==> config.mk <==
export PLATFORM = sky130hd
export DESIGN_NAME = pmw_core
export DESIGN_NICKNAME = d
export VERILOG_FILES = /design/src/core/pmw_pkg.sv /design/src/core/pmw_core.sv
export SDC_FILE = /design/constraint.sdc
export NUM_CORES = 1
export LEC_CHECK = 0
export ABC_AREA = 1
export BUFFER_PORTS_ARGS = -buffer_cell sky130_fd_sc_hd__buf_2
export CAP_MARGIN = 20
export CORE_ASPECT_RATIO = 0.6
export CORE_UTILIZATION = 25
export CTS_CLUSTER_DIAMETER = 200
export DETAILED_ROUTE_END_ITERATION = 16
export PLACE_DENSITY = 0.42
export SLEW_MARGIN = 0
export SYNTH_ARGS = -nofsm -noshare
export SYNTH_HDL_FRONTEND = slang
export SYNTH_SLANG_ARGS = --single-unit
==> constraint.sdc <==
create_clock -name aclk -period 4.35 [get_ports aclk]
set_input_delay 0.435 -clock aclk [delete_from_list [all_inputs] [get_ports aclk]]
set_output_delay 0.435 -clock aclk [all_outputs]
set_load 0.005 [all_outputs]
==> src/core/pmw_pkg.sv <==
// package: register map, field layout and constants of the power mode / protect block
`default_nettype none
package pmw_pkg;
	// register byte offsets
	localparam logic [7:0] OFF_PROTECT = 8'h00;
	localparam logic [7:0] OFF_CLOCK_DIV = 8'h04;
	localparam logic [7:0] OFF_PIN_CTRL = 8'h08;
	localparam logic [7:0] OFF_STANDBY = 8'h0c;
	localparam logic [7:0] OFF_OP_POWER = 8'h10;
	localparam logic [7:0] OFF_STOP_A = 8'h14;
	localparam logic [7:0] OFF_STOP_B = 8'h18;
	localparam logic [7:0] OFF_STOP_C = 8'h1c;
	localparam logic [7:0] OFF_STOP_D = 8'h20;
	localparam logic [7:0] OFF_MAIN_WAIT = 8'h24;
	localparam logic [7:0] OFF_SUB_WAIT = 8'h28;
	localparam logic [7:0] OFF_SW_RESET = 8'h2c;
	localparam logic [7:0] OFF_VCMP = 8'h30;
	localparam logic [7:0] OFF_STATUS = 8'h34;
	// protect register bit positions
	localparam int unsigned PRT_CLOCKGEN = 0;
	localparam int unsigned PRT_POWER_MODE = 1;
	localparam int unsigned PRT_VOLT_DET = 3;
	localparam logic [31:0] PROTECT_MASK = 32'h0000000b;
	// clock divider: seven 3-bit fields, one per nibble, ratio 1/2^n
	localparam int unsigned NUM_DOMAINS = 7;
	localparam int unsigned DOM_CORE = 0;
	localparam int unsigned DOM_BUS = 5;
	localparam logic [31:0] CLOCK_DIV_MASK = 32'h07777777;
	// pin control bits
	localparam int unsigned PIN_BUS_HIGH = 0;
	localparam int unsigned PIN_SDRAM_HIGH = 1;
	localparam logic [31:0] PIN_CTRL_MASK = 32'h00000003;
	localparam logic [31:0] STANDBY_MASK = 32'h00000003;
	localparam logic [31:0] BYTE_MASK = 32'h000000ff;
	// implemented module stop bits per register
	localparam logic [31:0] STOP_A_MASK = 32'h00010203;
	localparam logic [31:0] STOP_B_MASK = 32'h00108250;
	localparam logic [31:0] STOP_C_MASK = 32'h30880084;
	localparam logic [31:0] STOP_D_MASK = 32'h082a20ff;
	// reset values
	localparam logic [31:0] STOP_RESET = 32'h00000000;
	localparam logic [31:0] CLOCK_DIV_RESET = 32'h00000000;
	localparam logic [7:0] WAIT_RESET = 8'h00;
	// operating power control codes
	localparam logic [1:0] OPM_HIGH_SPEED = 2'h0;
	localparam logic [1:0] OPM_LOW_SPEED_1 = 2'h1;
	localparam logic [1:0] OPM_LOW_SPEED_2 = 2'h2;
	localparam logic [15:0] SW_RESET_KEY = 16'ha501;
	localparam int unsigned WAIT_STEP_CYCLES = 16;
	localparam logic [1:0] RESP_OKAY = 2'h0;
	localparam logic [1:0] RESP_SLVERR = 2'h2;
	// low power mode selections and states
	localparam logic [1:0] LPM_SLEEP = 2'h0;
	localparam logic [1:0] LPM_ALL_STOP = 2'h1;
	localparam logic [1:0] LPM_SW_STANDBY = 2'h2;
	localparam logic [1:0] LPM_DEEP = 2'h3;
	typedef enum logic [2:0] {
		ST_RUN, ST_SLEEP, ST_ALL_STOP, ST_SW_STANDBY, ST_DEEP, ST_OSC_WAIT
	} pmw_state_t;
endpackage : pmw_pkg
`default_nettype wire

==> src/core/pmw_core.sv <==
// power mode, clock division, module stop and register write protect block
// Contract
// - software sets the division ratio of the core, four peripheral, bus and flash clocks independently.
// - the bus clock pin carries the bus clock or a steady high, as software selects.
// - the SDRAM clock pin carries the bus clock or a steady high, as software selects.
// - each peripheral module has its own stop control that leaves the others running.
// - four low power modes exist: sleep, all-module clock stop, software standby, deep standby.
// - three operating power modes exist and hold in normal run, sleep and all-module stop.
// - stop register A bits 0, 1, 9 and 16 stop timer W unit 1, unit 0, timer unit 3 and ADC unit 1.
// - stop register B bits 4, 6, 9, 15, 20 stop serial, data op, event link, Ethernet, I2C.
// - stop register C bits 2, 7, 19, 23, 28, 29 stop ext RAM, standby RAM, CAC, QSPI, 2D, LCD.
// - stop register D bits 13, 19, 21, 27 stop SD slave, SD host, MMC host and security block.
// - stop register D bits 0 to 7 are eight generic module stop bits.
// - main and sub oscillator wait registers hold an 8-bit wait select in bits 0 to 7.
// - the clock generation protect bit gates writes to clock generation registers.
// - the power mode protect bit gates writes to power, stop, wait and software reset registers.
// - the voltage detect protect bit gates writes to voltage detection registers.
`default_nettype none
module pmw_core
	import pmw_pkg::*;
#(
	parameter int unsigned WAIT_STEP = WAIT_STEP_CYCLES
) (
	// clock and reset
	input wire logic aclk,
	input wire logic aresetn,
	// axi4-lite write address and data
	input wire logic [7:0] s_axi_awaddr,
	input wire logic s_axi_awvalid,
	output logic s_axi_awready,
	input wire logic [31:0] s_axi_wdata,
	input wire logic [3:0] s_axi_wstrb,
	input wire logic s_axi_wvalid,
	output logic s_axi_wready,
	// axi4-lite write response
	output logic [1:0] s_axi_bresp,
	output logic s_axi_bvalid,
	input wire logic s_axi_bready,
	// axi4-lite read
	input wire logic [7:0] s_axi_araddr,
	input wire logic s_axi_arvalid,
	output logic s_axi_arready,
	output logic [31:0] s_axi_rdata,
	output logic [1:0] s_axi_rresp,
	output logic s_axi_rvalid,
	input wire logic s_axi_rready,
	// processor power requests
	input wire logic sleep_req,
	input wire logic wake_req,
	// clock enables: core, periph a..d, bus, flash
	output logic [NUM_DOMAINS-1:0] domain_tick,
	// clock output pins
	output logic bus_clock_out,
	output logic sdram_clock_out,
	// module clock enables, one per stop bit
	output logic [31:0] module_clk_en_a,
	output logic [31:0] module_clk_en_b,
	output logic [31:0] module_clk_en_c,
	output logic [31:0] module_clk_en_d,
	// power state
	output logic core_run,
	output logic periph_run,
	output logic osc_run,
	output logic deep_power_off,
	output logic [1:0] op_power_mode,
	// other controls
	output logic [7:0] main_wait_select,
	output logic [7:0] sub_wait_select,
	output logic [7:0] voltage_comparator_ctrl,
	output logic software_reset
);
	function automatic logic [31:0] wmerge(input logic [31:0] old, input logic [31:0] data,
		input logic [3:0] strb, input logic [31:0] mask);
		logic [31:0] r;
		r = old;
		for (int b = 0; b < 4; b++) begin
			if (strb[b]) begin
				r[8*b +: 8] = data[8*b +: 8];
			end
		end
		return r & mask;
	endfunction : wmerge

	logic aw_ok_q, w_ok_q, bvalid_q, rvalid_q;
	logic [7:0] awaddr_q;
	logic [31:0] wdata_q, rdata_q;
	logic [3:0] wstrb_q;
	logic [1:0] bresp_q, rresp_q;
	logic do_write, wr_hit, rd_hit;
	logic [7:0] waddr, raddr;
	logic [31:0] rd_mux;
	logic [31:0] protect_q, clock_div_q, pin_ctrl_q, standby_q;
	logic [31:0] stop_a_q, stop_b_q, stop_c_q, stop_d_q;
	logic [1:0] op_mode_q;
	logic [7:0] main_wait_q, sub_wait_q, vcmp_q;
	logic sw_reset_q;
	logic wr_clk, wr_pwr, wr_vd;
	pmw_state_t state_q;
	logic [15:0] wait_cnt_q;
	logic [6:0] div_cnt_q;
	logic [NUM_DOMAINS-1:0] tick_q;
	logic bus_phase_q, bus_pin_q, sd_pin_q;
	logic [31:0] en_a_q, en_b_q, en_c_q, en_d_q;
	logic run_w, prun_w;

	// ---------------- axi4-lite slave ----------------
	assign s_axi_awready = !aw_ok_q && !bvalid_q;
	assign s_axi_wready = !w_ok_q && !bvalid_q;
	assign s_axi_bvalid = bvalid_q;
	assign s_axi_bresp = bresp_q;
	assign s_axi_arready = !rvalid_q;
	assign s_axi_rvalid = rvalid_q;
	assign s_axi_rdata = rdata_q;
	assign s_axi_rresp = rresp_q;
	assign do_write = aw_ok_q && w_ok_q && !bvalid_q;
	assign waddr = {awaddr_q[7:2], 2'b00};
	assign raddr = {s_axi_araddr[7:2], 2'b00};
	assign wr_hit = (waddr <= OFF_VCMP);

	always_ff @(posedge aclk) begin
		if (!aresetn) begin
			aw_ok_q <= 1'b0;
			w_ok_q <= 1'b0;
			bvalid_q <= 1'b0;
			bresp_q <= RESP_OKAY;
			awaddr_q <= 8'h00;
			wdata_q <= 32'h00000000;
			wstrb_q <= 4'h0;
		end else begin
			if (s_axi_awvalid && s_axi_awready) begin
				aw_ok_q <= 1'b1;
				awaddr_q <= s_axi_awaddr;
			end
			if (s_axi_wvalid && s_axi_wready) begin
				w_ok_q <= 1'b1;
				wdata_q <= s_axi_wdata;
				wstrb_q <= s_axi_wstrb;
			end
			// a protected write still answers okay, it just does not land
			if (do_write) begin
				aw_ok_q <= 1'b0;
				w_ok_q <= 1'b0;
				bvalid_q <= 1'b1;
				bresp_q <= wr_hit ? RESP_OKAY : RESP_SLVERR;
			end
			if (bvalid_q && s_axi_bready) begin
				bvalid_q <= 1'b0;
			end
		end
	end

	always_comb begin
		rd_hit = 1'b1;
		rd_mux = 32'h00000000;
		case (raddr)
			OFF_PROTECT: rd_mux = protect_q;
			OFF_CLOCK_DIV: rd_mux = clock_div_q;
			OFF_PIN_CTRL: rd_mux = pin_ctrl_q;
			OFF_STANDBY: rd_mux = standby_q;
			OFF_OP_POWER: rd_mux = {30'h00000000, op_mode_q};
			OFF_STOP_A: rd_mux = stop_a_q;
			OFF_STOP_B: rd_mux = stop_b_q;
			OFF_STOP_C: rd_mux = stop_c_q;
			OFF_STOP_D: rd_mux = stop_d_q;
			OFF_MAIN_WAIT: rd_mux = {24'h000000, main_wait_q};
			OFF_SUB_WAIT: rd_mux = {24'h000000, sub_wait_q};
			OFF_SW_RESET: rd_mux = 32'h00000000;
			OFF_VCMP: rd_mux = {24'h000000, vcmp_q};
			OFF_STATUS: rd_mux = {28'h0000000, state_q == ST_OSC_WAIT, state_q};
			default: rd_hit = 1'b0;
		endcase
	end

	always_ff @(posedge aclk) begin
		if (!aresetn) begin
			rvalid_q <= 1'b0;
			rdata_q <= 32'h00000000;
			rresp_q <= RESP_OKAY;
		end else if (s_axi_arvalid && s_axi_arready) begin
			rvalid_q <= 1'b1;
			rdata_q <= rd_mux;
			rresp_q <= rd_hit ? RESP_OKAY : RESP_SLVERR;
		end else if (rvalid_q && s_axi_rready) begin
			rvalid_q <= 1'b0;
		end
	end

	// ---------------- write protect groups ----------------
	assign wr_clk = do_write && protect_q[PRT_CLOCKGEN];
	assign wr_pwr = do_write && protect_q[PRT_POWER_MODE];
	assign wr_vd = do_write && protect_q[PRT_VOLT_DET];

	always_ff @(posedge aclk) begin
		if (!aresetn) begin
			protect_q <= 32'h00000000;
		end else if (do_write && waddr == OFF_PROTECT) begin
			protect_q <= wmerge(protect_q, wdata_q, wstrb_q, PROTECT_MASK);
		end
	end

	always_ff @(posedge aclk) begin
		if (!aresetn) begin
			clock_div_q <= CLOCK_DIV_RESET;
			pin_ctrl_q <= 32'h00000000;
		end else if (wr_clk) begin
			if (waddr == OFF_CLOCK_DIV) begin
				clock_div_q <= wmerge(clock_div_q, wdata_q, wstrb_q, CLOCK_DIV_MASK);
			end
			if (waddr == OFF_PIN_CTRL) begin
				pin_ctrl_q <= wmerge(pin_ctrl_q, wdata_q, wstrb_q, PIN_CTRL_MASK);
			end
		end
	end

	// unimplemented stop bits stay zero, so they never gate anything
	always_ff @(posedge aclk) begin
		if (!aresetn) begin
			stop_a_q <= STOP_RESET;
			stop_b_q <= STOP_RESET;
			stop_c_q <= STOP_RESET;
			stop_d_q <= STOP_RESET;
		end else if (wr_pwr) begin
			if (waddr == OFF_STOP_A) begin
				stop_a_q <= wmerge(stop_a_q, wdata_q, wstrb_q, STOP_A_MASK);
			end
			if (waddr == OFF_STOP_B) begin
				stop_b_q <= wmerge(stop_b_q, wdata_q, wstrb_q, STOP_B_MASK);
			end
			if (waddr == OFF_STOP_C) begin
				stop_c_q <= wmerge(stop_c_q, wdata_q, wstrb_q, STOP_C_MASK);
			end
			if (waddr == OFF_STOP_D) begin
				stop_d_q <= wmerge(stop_d_q, wdata_q, wstrb_q, STOP_D_MASK);
			end
		end
	end

	always_ff @(posedge aclk) begin
		if (!aresetn) begin
			standby_q <= 32'h00000000;
			op_mode_q <= OPM_HIGH_SPEED;
			main_wait_q <= WAIT_RESET;
			sub_wait_q <= WAIT_RESET;
		end else if (wr_pwr) begin
			if (waddr == OFF_STANDBY) begin
				standby_q <= wmerge(standby_q, wdata_q, wstrb_q, STANDBY_MASK);
			end
			// reserved code 3 is refused, the mode stays as it was
			if (waddr == OFF_OP_POWER && wstrb_q[0] && wdata_q[1:0] != 2'h3) begin
				op_mode_q <= wdata_q[1:0];
			end
			if (waddr == OFF_MAIN_WAIT && wstrb_q[0]) begin
				main_wait_q <= wdata_q[7:0];
			end
			if (waddr == OFF_SUB_WAIT && wstrb_q[0]) begin
				sub_wait_q <= wdata_q[7:0];
			end
		end
	end

	always_ff @(posedge aclk) begin
		if (!aresetn) begin
			sw_reset_q <= 1'b0;
		end else begin
			sw_reset_q <= wr_pwr && waddr == OFF_SW_RESET && wstrb_q[1:0] == 2'h3
				&& wdata_q[15:0] == SW_RESET_KEY;
		end
	end

	always_ff @(posedge aclk) begin
		if (!aresetn) begin
			vcmp_q <= 8'h00;
		end else if (wr_vd && waddr == OFF_VCMP && wstrb_q[0]) begin
			vcmp_q <= wdata_q[7:0];
		end
	end

	// ---------------- low power state machine ----------------
	always_ff @(posedge aclk) begin
		if (!aresetn) begin
			state_q <= ST_RUN;
			wait_cnt_q <= 16'h0000;
		end else begin
			case (state_q)
				ST_RUN: begin
					if (sleep_req) begin
						case (standby_q[1:0])
							LPM_SLEEP: state_q <= ST_SLEEP;
							LPM_ALL_STOP: state_q <= ST_ALL_STOP;
							LPM_SW_STANDBY: state_q <= ST_SW_STANDBY;
							default: state_q <= ST_DEEP;
						endcase
					end
				end
				ST_SLEEP, ST_ALL_STOP: begin
					if (wake_req) begin
						state_q <= ST_RUN;
					end
				end
				// oscillators were off, so give them the programmed settle time
				ST_SW_STANDBY, ST_DEEP: begin
					if (wake_req) begin
						state_q <= ST_OSC_WAIT;
						wait_cnt_q <= 16'(main_wait_q * WAIT_STEP);
					end
				end
				ST_OSC_WAIT: begin
					if (wait_cnt_q == 16'h0000) begin
						state_q <= ST_RUN;
					end else begin
						wait_cnt_q <= wait_cnt_q - 16'h0001;
					end
				end
				default: state_q <= ST_RUN;
			endcase
		end
	end

	assign run_w = (state_q == ST_RUN);
	assign prun_w = run_w || state_q == ST_SLEEP;
	assign core_run = run_w;
	assign periph_run = prun_w;
	assign osc_run = !(state_q == ST_SW_STANDBY || state_q == ST_DEEP);
	assign deep_power_off = (state_q == ST_DEEP);
	assign op_power_mode = op_mode_q;
	assign main_wait_select = main_wait_q;
	assign sub_wait_select = sub_wait_q;
	assign voltage_comparator_ctrl = vcmp_q;
	assign software_reset = sw_reset_q;

	// ---------------- clock division ----------------
	always_ff @(posedge aclk) begin
		if (!aresetn) begin
			div_cnt_q <= 7'h00;
		end else begin
			div_cnt_q <= div_cnt_q + 7'h01;
		end
	end

	// one shared counter keeps all domains phase-aligned to each other
	for (genvar i = 0; i < NUM_DOMAINS; i++) begin : g_div
		logic [7:0] m;
		assign m = (8'h01 << clock_div_q[4*i +: 3]) - 8'h01;
		always_ff @(posedge aclk) begin
			if (!aresetn) begin
				tick_q[i] <= 1'b0;
			end else begin
				tick_q[i] <= ((div_cnt_q & m[6:0]) == m[6:0])
					&& (i == DOM_CORE ? run_w : prun_w);
			end
		end
	end
	assign domain_tick = tick_q;

	always_ff @(posedge aclk) begin
		if (!aresetn) begin
			bus_phase_q <= 1'b0;
			bus_pin_q <= 1'b1;
			sd_pin_q <= 1'b1;
		end else begin
			if (tick_q[DOM_BUS]) begin
				bus_phase_q <= !bus_phase_q;
			end
			bus_pin_q <= pin_ctrl_q[PIN_BUS_HIGH] ? 1'b1 : bus_phase_q;
			sd_pin_q <= pin_ctrl_q[PIN_SDRAM_HIGH] ? 1'b1 : bus_phase_q;
		end
	end
	assign bus_clock_out = bus_pin_q;
	assign sdram_clock_out = sd_pin_q;

	// ---------------- module clock gating ----------------
	always_ff @(posedge aclk) begin
		if (!aresetn) begin
			en_a_q <= 32'h00000000;
			en_b_q <= 32'h00000000;
			en_c_q <= 32'h00000000;
			en_d_q <= 32'h00000000;
		end else begin
			en_a_q <= prun_w ? ~stop_a_q : 32'h00000000;
			en_b_q <= prun_w ? ~stop_b_q : 32'h00000000;
			en_c_q <= prun_w ? ~stop_c_q : 32'h00000000;
			en_d_q <= prun_w ? ~stop_d_q : 32'h00000000;
		end
	end
	assign module_clk_en_a = en_a_q;
	assign module_clk_en_b = en_b_q;
	assign module_clk_en_c = en_c_q;
	assign module_clk_en_d = en_d_q;
endmodule : pmw_core
`default_nettype wire

==> impl_metrics.tcl, run 1 <==
set metrics [dict create \
    p_leak_nw 5.43 \
    ys_seq_area_share_pct 42.4 \
    dp_cells 2136 \
    area_delta_synth_final_pct 18.7 \
    tightest_slew_ns 0.959 \
    grt_setup_unrepaired "false" \
    dr.pass1.iters 5 \
    route.detailed.drc 0 \
    drt_iter0_drc 814 \
    irDropWorstVdd_mv 0.202 \
    switchingPower_mw 1.87 \
    start_kind "register" \
    synth_area_sq_um 10500 \
    slew_viol_final 0 \
    clockRootBuffer "clkbuf_16" \
    grt_max_degree 101 \
    cts_setup_buffers 0 \
    clkSinkCount 223 \
    cts_made_buffers 25 \
    required_ns 4.75 \
    grt_pass1_wl_mm 57.1 \
    power_density_nw_per_um2 488 \
    first_global_vias 8798 \
    synthFlopType "dfxtp_1" \
    clock_latency_ns 0.53 \
    routabilityCongestion 0.912 \
    fin_tns_setup_ns 0 \
    finalCritPeriodShare_pct 50.1 \
    ys_ff_latch 223 \
    synth-edff-count 0 \
    row_count 57 \
    fill_cells 4517 \
    syn_inst 1464 \
    core_area_sq_um 41000 \
    cts_max_level 1 \
    die_y_um 161 \
    ant_nets 0 \
    grt.overflow.total 0 \
    place_hpwl_mm 29.8 \
    clkPwrFrac_pct 38.7 \
    postCtsResizedCells 0 \
    status "finished, final reports clean" \
    clk_path_buf_depth 3 \
    dr_total_vias 9847 \
    regArea_sq_um 4470 \
    setup.worst_path.class "register to register" \
    setup_ws_ns 2.17 \
    yosysWarningCount 0 \
    grt_usage_pct 17.6 \
    die-area_sq_um 43000 \
    drv_cap 0 \
    syn_area_per_cell_sq_um 7.20 \
    wl_per_cell_um 17.8 \
    hold_class "input port to register" \
    fin_crit_ns 2.18 \
    pin_count 270 \
    fmax_mhz 459 \
    antenna_found_initial 1 \
    cts_tree "built" \
    multiInputGateArea_sq_um 4600 \
    end_kind "register" \
    pwr-share-comb_pct 22.6 \
    drive_gt1_share_pct 21.2 \
    path_clk_slew_ns 0.06 \
    die_x_um 267 \
    fin_nets 1676 \
    diodes 0 \
    skew_ns 0.0132 \
    port_buffers 258 \
    seqPwrFrac_pct 38.8 \
    stdcell_count 2180 \
    setup_viol 0 \
    hold_buffers 0 \
    worst_slew_margin_rel_pct 36.1 \
    finalHoldViolCount 0 \
    via_per_inst 4.52 \
    cp_data_arrival_time_ns 2.58 \
    hold_ws_ns 0.121 \
    synthArstFlopShare_pct 0 \
    swShare_pct 30.7 \
    place_ws_ns 2.01 \
    intPower_mw 4.23 \
    synth_cell_type_count 43 \
    start_util_pct 25.7 \
    drt_wl_total_mm 38.8 \
    path_max_fanout 12 \
]
flip-flops by register name, summed over array words and instances (netlist names), 6 cells and up:
name and cells:
div_cnt_q 7, wait_cnt_q 16, voltage_comparator_ctrl 8, sub_wait_select 8, wdata_q 30, stop_d_q 13, module_clk_en_d 13, domain_tick 7
module_clk_en_c 6, awaddr_q 6, stop_c_q 6, main_wait_select 8, clock_div_q 21, s_axi_rdata 29
cell families after synthesis:
family / count (synthesis) / synth area share (%)
and+or+nand+nor: 624 / 25.6
AOI/OAI and AO/OA: 315 / 16.2
buffers and inverters: 286 / 14.2
DFF: 223 / 42.4
adders and majority gates: 11 / 1.31
xor gates and xnor gates: 4 / 0.332
other: 1 / 0.0356
path summary, 6_finish.rpt:
| check | slack [ns] | cells after the start | start | to |
|---|---|---|---|---|
| max | 2.17 | 7 | w_ok_q | clock_div_q[18] |
| min | 0.12 | 2 | s_axi_bready | s_axi_bvalid |
| max reg2reg | 2.17 | 7 | w_ok_q | clock_div_q[18] |
| min reg2reg | 0.40 | 1 | stop_d_q[21] | module_clk_en_d[21] |
final cells by class:
| cell class | instances | area share [%] |
|---|---|---|
| sequential | 223 | 35.7 |
| clock inverter | 11 | 1.78 |
| timing repair buffer | 265 | 10.8 |
| multi-input combinational | 959 | 36.7 |
| clock buffer | 32 | 5.45 |
| tap | 560 | 5.60 |
| inverter | 130 | 3.90 |
worst max-delay path, stage by stage, from the launching register on:
cell	delay [ns]
dfxtp_1	0.35
inv_1	0.07
nor2_2	0.09
nand2_2	0.14
nor2_1	0.32
nand3_1	0.45
o21ai_0	0.54
a21oi_1	0.07
stage by stage:
stage / utilization, % / power, mW / instance area (sq um)
floorplan: - / 3.57 / 10600
global placement: 28.3 / 3.80 / 11600
detailed placement: 28.3 / 3.80 / 11600
CTS: 30.5 / 6.18 / 12500
global route: 30.5 / 6.45 / 12500
finish: 30.5 / 6.10 / 12500
metal layers:
| metal | track usage (%) | up-vias | routed length, um |
|---|---|---|---|
| met5 | 0 | - | 0 |
| met4 | 3.37 | 0 | 697 |
| met3 | 5.84 | 40 | 3490 |
| met2 | 21.6 | 318 | 13800 |
| met1 | 28.4 | 4480 | 20900 |
| li1 | - | 5009 | - |
Yosys cell counts, types with 7 or more instances:
| library cell | number | share of area [%] |
|---|---|---|
| nor2_4 | 8 | 0.85 |
| o211ai_1 | 7 | 0.50 |
| buf_4 | 107 | 7.6 |
| nor2_1 | 230 | 8.2 |
| dfxtp_1 | 223 | 42 |
| nand2_1 | 230 | 8.2 |
| nand3_1 | 86 | 4.1 |
| a211oi_1 | 25 | 1.8 |
| buf_1 | 10 | 0.36 |
| inv_1 | 123 | 4.4 |
| nor4_1 | 7 | 0.42 |
| a21oi_1 | 126 | 6.0 |
| o21ai_0 | 143 | 6.8 |
| nor3_1 | 13 | 0.62 |
| ha_1 | 11 | 1.3 |
| nor2_2 | 7 | 0.42 |
| clkbuf_1 | 32 | 1.1 |
| nand4_1 | 29 | 1.7 |
cell usage in the layout, fill, tap and decap left out, types with 7 or more instances in the layout:
| cell type | count |
|---|---|
| buf_2 | 258 |
| nor2_1 | 230 |
| nand2_1 | 230 |
| dfxtp_1 | 222 |
| o21ai_0 | 143 |
| a21oi_1 | 126 |
| inv_1 | 123 |
| nand3_1 | 86 |
| nand4_1 | 29 |
| a211oi_1 | 25 |
| clkbuf_16 | 25 |
| nor3_1 | 13 |
| ha_1 | 11 |
| nor2_4 | 8 |
| nor2_2 | 7 |
| nor4_1 | 7 |
| o211ai_1 | 7 |
power groups by stage:
stage	registers [mW]	logic, mW	clock network (mW)
after floorplan	2.44	1.13	0
after CTS	2.41	1.35	2.42
final	2.37	1.38	2.36
after global routing	2.39	1.55	2.50
after detailed placement	2.46	1.34	0
after global placement	2.45	1.34	0
No activity file was read; power rests on OpenSTA's default activity.
==> inputs of run 2 (changes only) <==
clock period = 2.15 ns   (was 4.35 ns; I/O delays follow)
==> run 2 against run 1 <==
  * Global-route usage about the same
  * Cell area increased by 5.3%
  * Critical path depth decreased by 3
  * Die area unchanged
  * First-iteration DRC count decreased by 5.0%
  * Core utilization increased by 1.6 points
  * Sequential share of layout area decreased by 1.8 points
  * Non-clock buffer count increased by 68
  * Highest routed layer unchanged
==> impl_metrics.tcl, run 2 (same netlist as run 1, synthesis figures left out) <==
set metrics [dict create \
    setup.worst_path.class "register to primary output" \
    die_x_um 267 \
    mostFrequentLayoutCell "buf_2" \
    pin_count 270 \
    row_count 57 \
    grt_max_degree 107 \
    finalInstanceArea_sq_um 13200 \
    cts_tree "built" \
    hold_ws_ns 0.00958 \
    cts_max_level 1 \
    finalHoldViolCount 0 \
    regMostFlops "wdata_q" \
    largest_reg_flops 30 \
    place_ws_ns 0.308 \
    setup_ws_ns 0.219 \
    finalCritPeriodShare_pct 89.8 \
    cts_made_buffers 24 \
    slowest_delay_ns 0.39 \
    grt_pass1_wl_mm 56.9 \
    hold_class "input port to register" \
    power_density_nw_per_um2 968 \
    postCtsResizedCells 0 \
    crit_slowest_cell "dfxtp_1" \
    drive_gt1_share_pct 22.4 \
    wl_per_cell_um 17.6 \
    drt_wl_total_mm 39.6 \
    clockRootBuffer "clkbuf_16" \
    skew_ns 0.0137 \
    p_leak_nw 5.76 \
    slew_viol_final 0 \
    fin_nets 1743 \
    ant_nets 0 \
    core_area_sq_um 41000 \
    fin_tns_setup_ns 0 \
    dp_cells 2170 \
    grt_setup_unrepaired "false" \
    route.detailed.drc 0 \
    status "finished, final reports clean" \
    irDropWorstVdd_mv 0.528 \
    start_util_pct 25.7 \
    fill_cells 4483 \
    final_cell_mix "buf_2, nor2_1, nand2_1" \
    grt.overflow.total 0 \
    place_hpwl_mm 30.7 \
    clock_latency_ns 0.54 \
    drv_cap 0 \
    p_total_mw 12.8 \
    area_delta_synth_final_pct 25.0 \
    fin_crit_ns 1.93 \
    cts_setup_buffers 0 \
    antenna_found_initial 2 \
    via_per_inst 4.51 \
    grt_usage_pct 17.7 \
    end_kind "primary output" \
    postPlaceCellArea_sq_um 11900 \
    worst_slew_margin_rel_pct 56.1 \
    path_clk_slew_ns 0.07 \
    routabilityCongestion 0.919 \
    drt_iter0_drc 773 \
    clkSinkCount 223 \
    tightest_slew_ns 0.658 \
    setup_viol 0 \
    die_y_um 161 \
    die-area_sq_um 43000 \
    cp_data_arrival_time_ns 1.72 \
    required_ns 1.93 \
    fin_util_pct 32.1 \
    start_kind "register" \
    dr_total_vias 10100 \
    path_max_fanout 5 \
    clk_path_buf_depth 3 \
    path_cells "nor2_2 -> inv_2 -> nor2_1 -> buf_2" \
    fmax_mhz 518 \
    first_global_vias 8755 \
    stdcell_count 2249 \
    port_buffers 258 \
    dr.pass1.iters 7 \
]
[run 2: cell types whose count changed in the layout (fill, tap and decap cells not counted), sizes merged]
cell | previous run | this run
clkbuf | 32 | 28
buf | 265 | 298
diode | 0 | 2
dlygate4sd3 | 0 | 35
bufinv | 6 | 8
clkinvlp | 1 | 2
[run 2: final timing paths]
| kind | startpoint | endpoint | slack, ns | cells past startpoint |
|---|---|---|---|---|
| worst max-delay path | state_q[1] | core_run | 0.22 | 4 |
| worst min-delay path | s_axi_wstrb[1] | wstrb_q[1] | 0.01 | 3 |
| worst max register to register | w_ok_q | stop_d_q[21] | 0.35 | 9 |
| worst min register to register | stop_d_q[17] | module_clk_en_d[17] | 0.43 | 1 |
[run 2: critical path, delay by kind of cell, from the launching register on]
kind                   cells  cell delay (ns)
and+or+nand+nor            2             0.50
buffers and inverters      2             0.28
DFF                        1             0.39
[run 2: layout make-up]
type | instances | area (sq um) | area share, %
Sequential cell | 223 | 4470 | 33.9
Clock inverter | 14 | 287 | 2.17
Clock buffer | 28 | 657 | 4.98
Inverter | 130 | 488 | 3.70
Antenna cell | 2 | 5.00 | 0.0380
Tap cell | 560 | 701 | 5.32
Multi-Input combinational cell | 959 | 4600 | 34.9
Timing Repair Buffer | 333 | 1980 | 15.0
[run 2: where the power goes]
| part | switching (mW) | leakage, nW | internal, mW |
|---|---|---|---|
| logic | 1.81 | 3.49 | 1.19 |
| clock network | 1.84 | 0.454 | 3.15 |
| registers | 0.238 | 1.82 | 4.52 |
| total | 3.89 | 5.76 | 8.87 |
[run 2: routing by layer]
metal	GRT usage (%)	share of wire [%]	vias up
li1	-	-	5129
met1	30.6	56	4643
met2	21.4	35	326
met3	2.93	6.9	35
met4	3.16	1.5	0
met5	0	0	-
[run 2: what timing repair did]
| action | in CTS | in global routing |
|---|---|---|
| endpoints found under the setup margin | 0 | 0 |
| endpoints found under the hold margin | 36 | 0 |
| hold buffers | 35 | 0 |
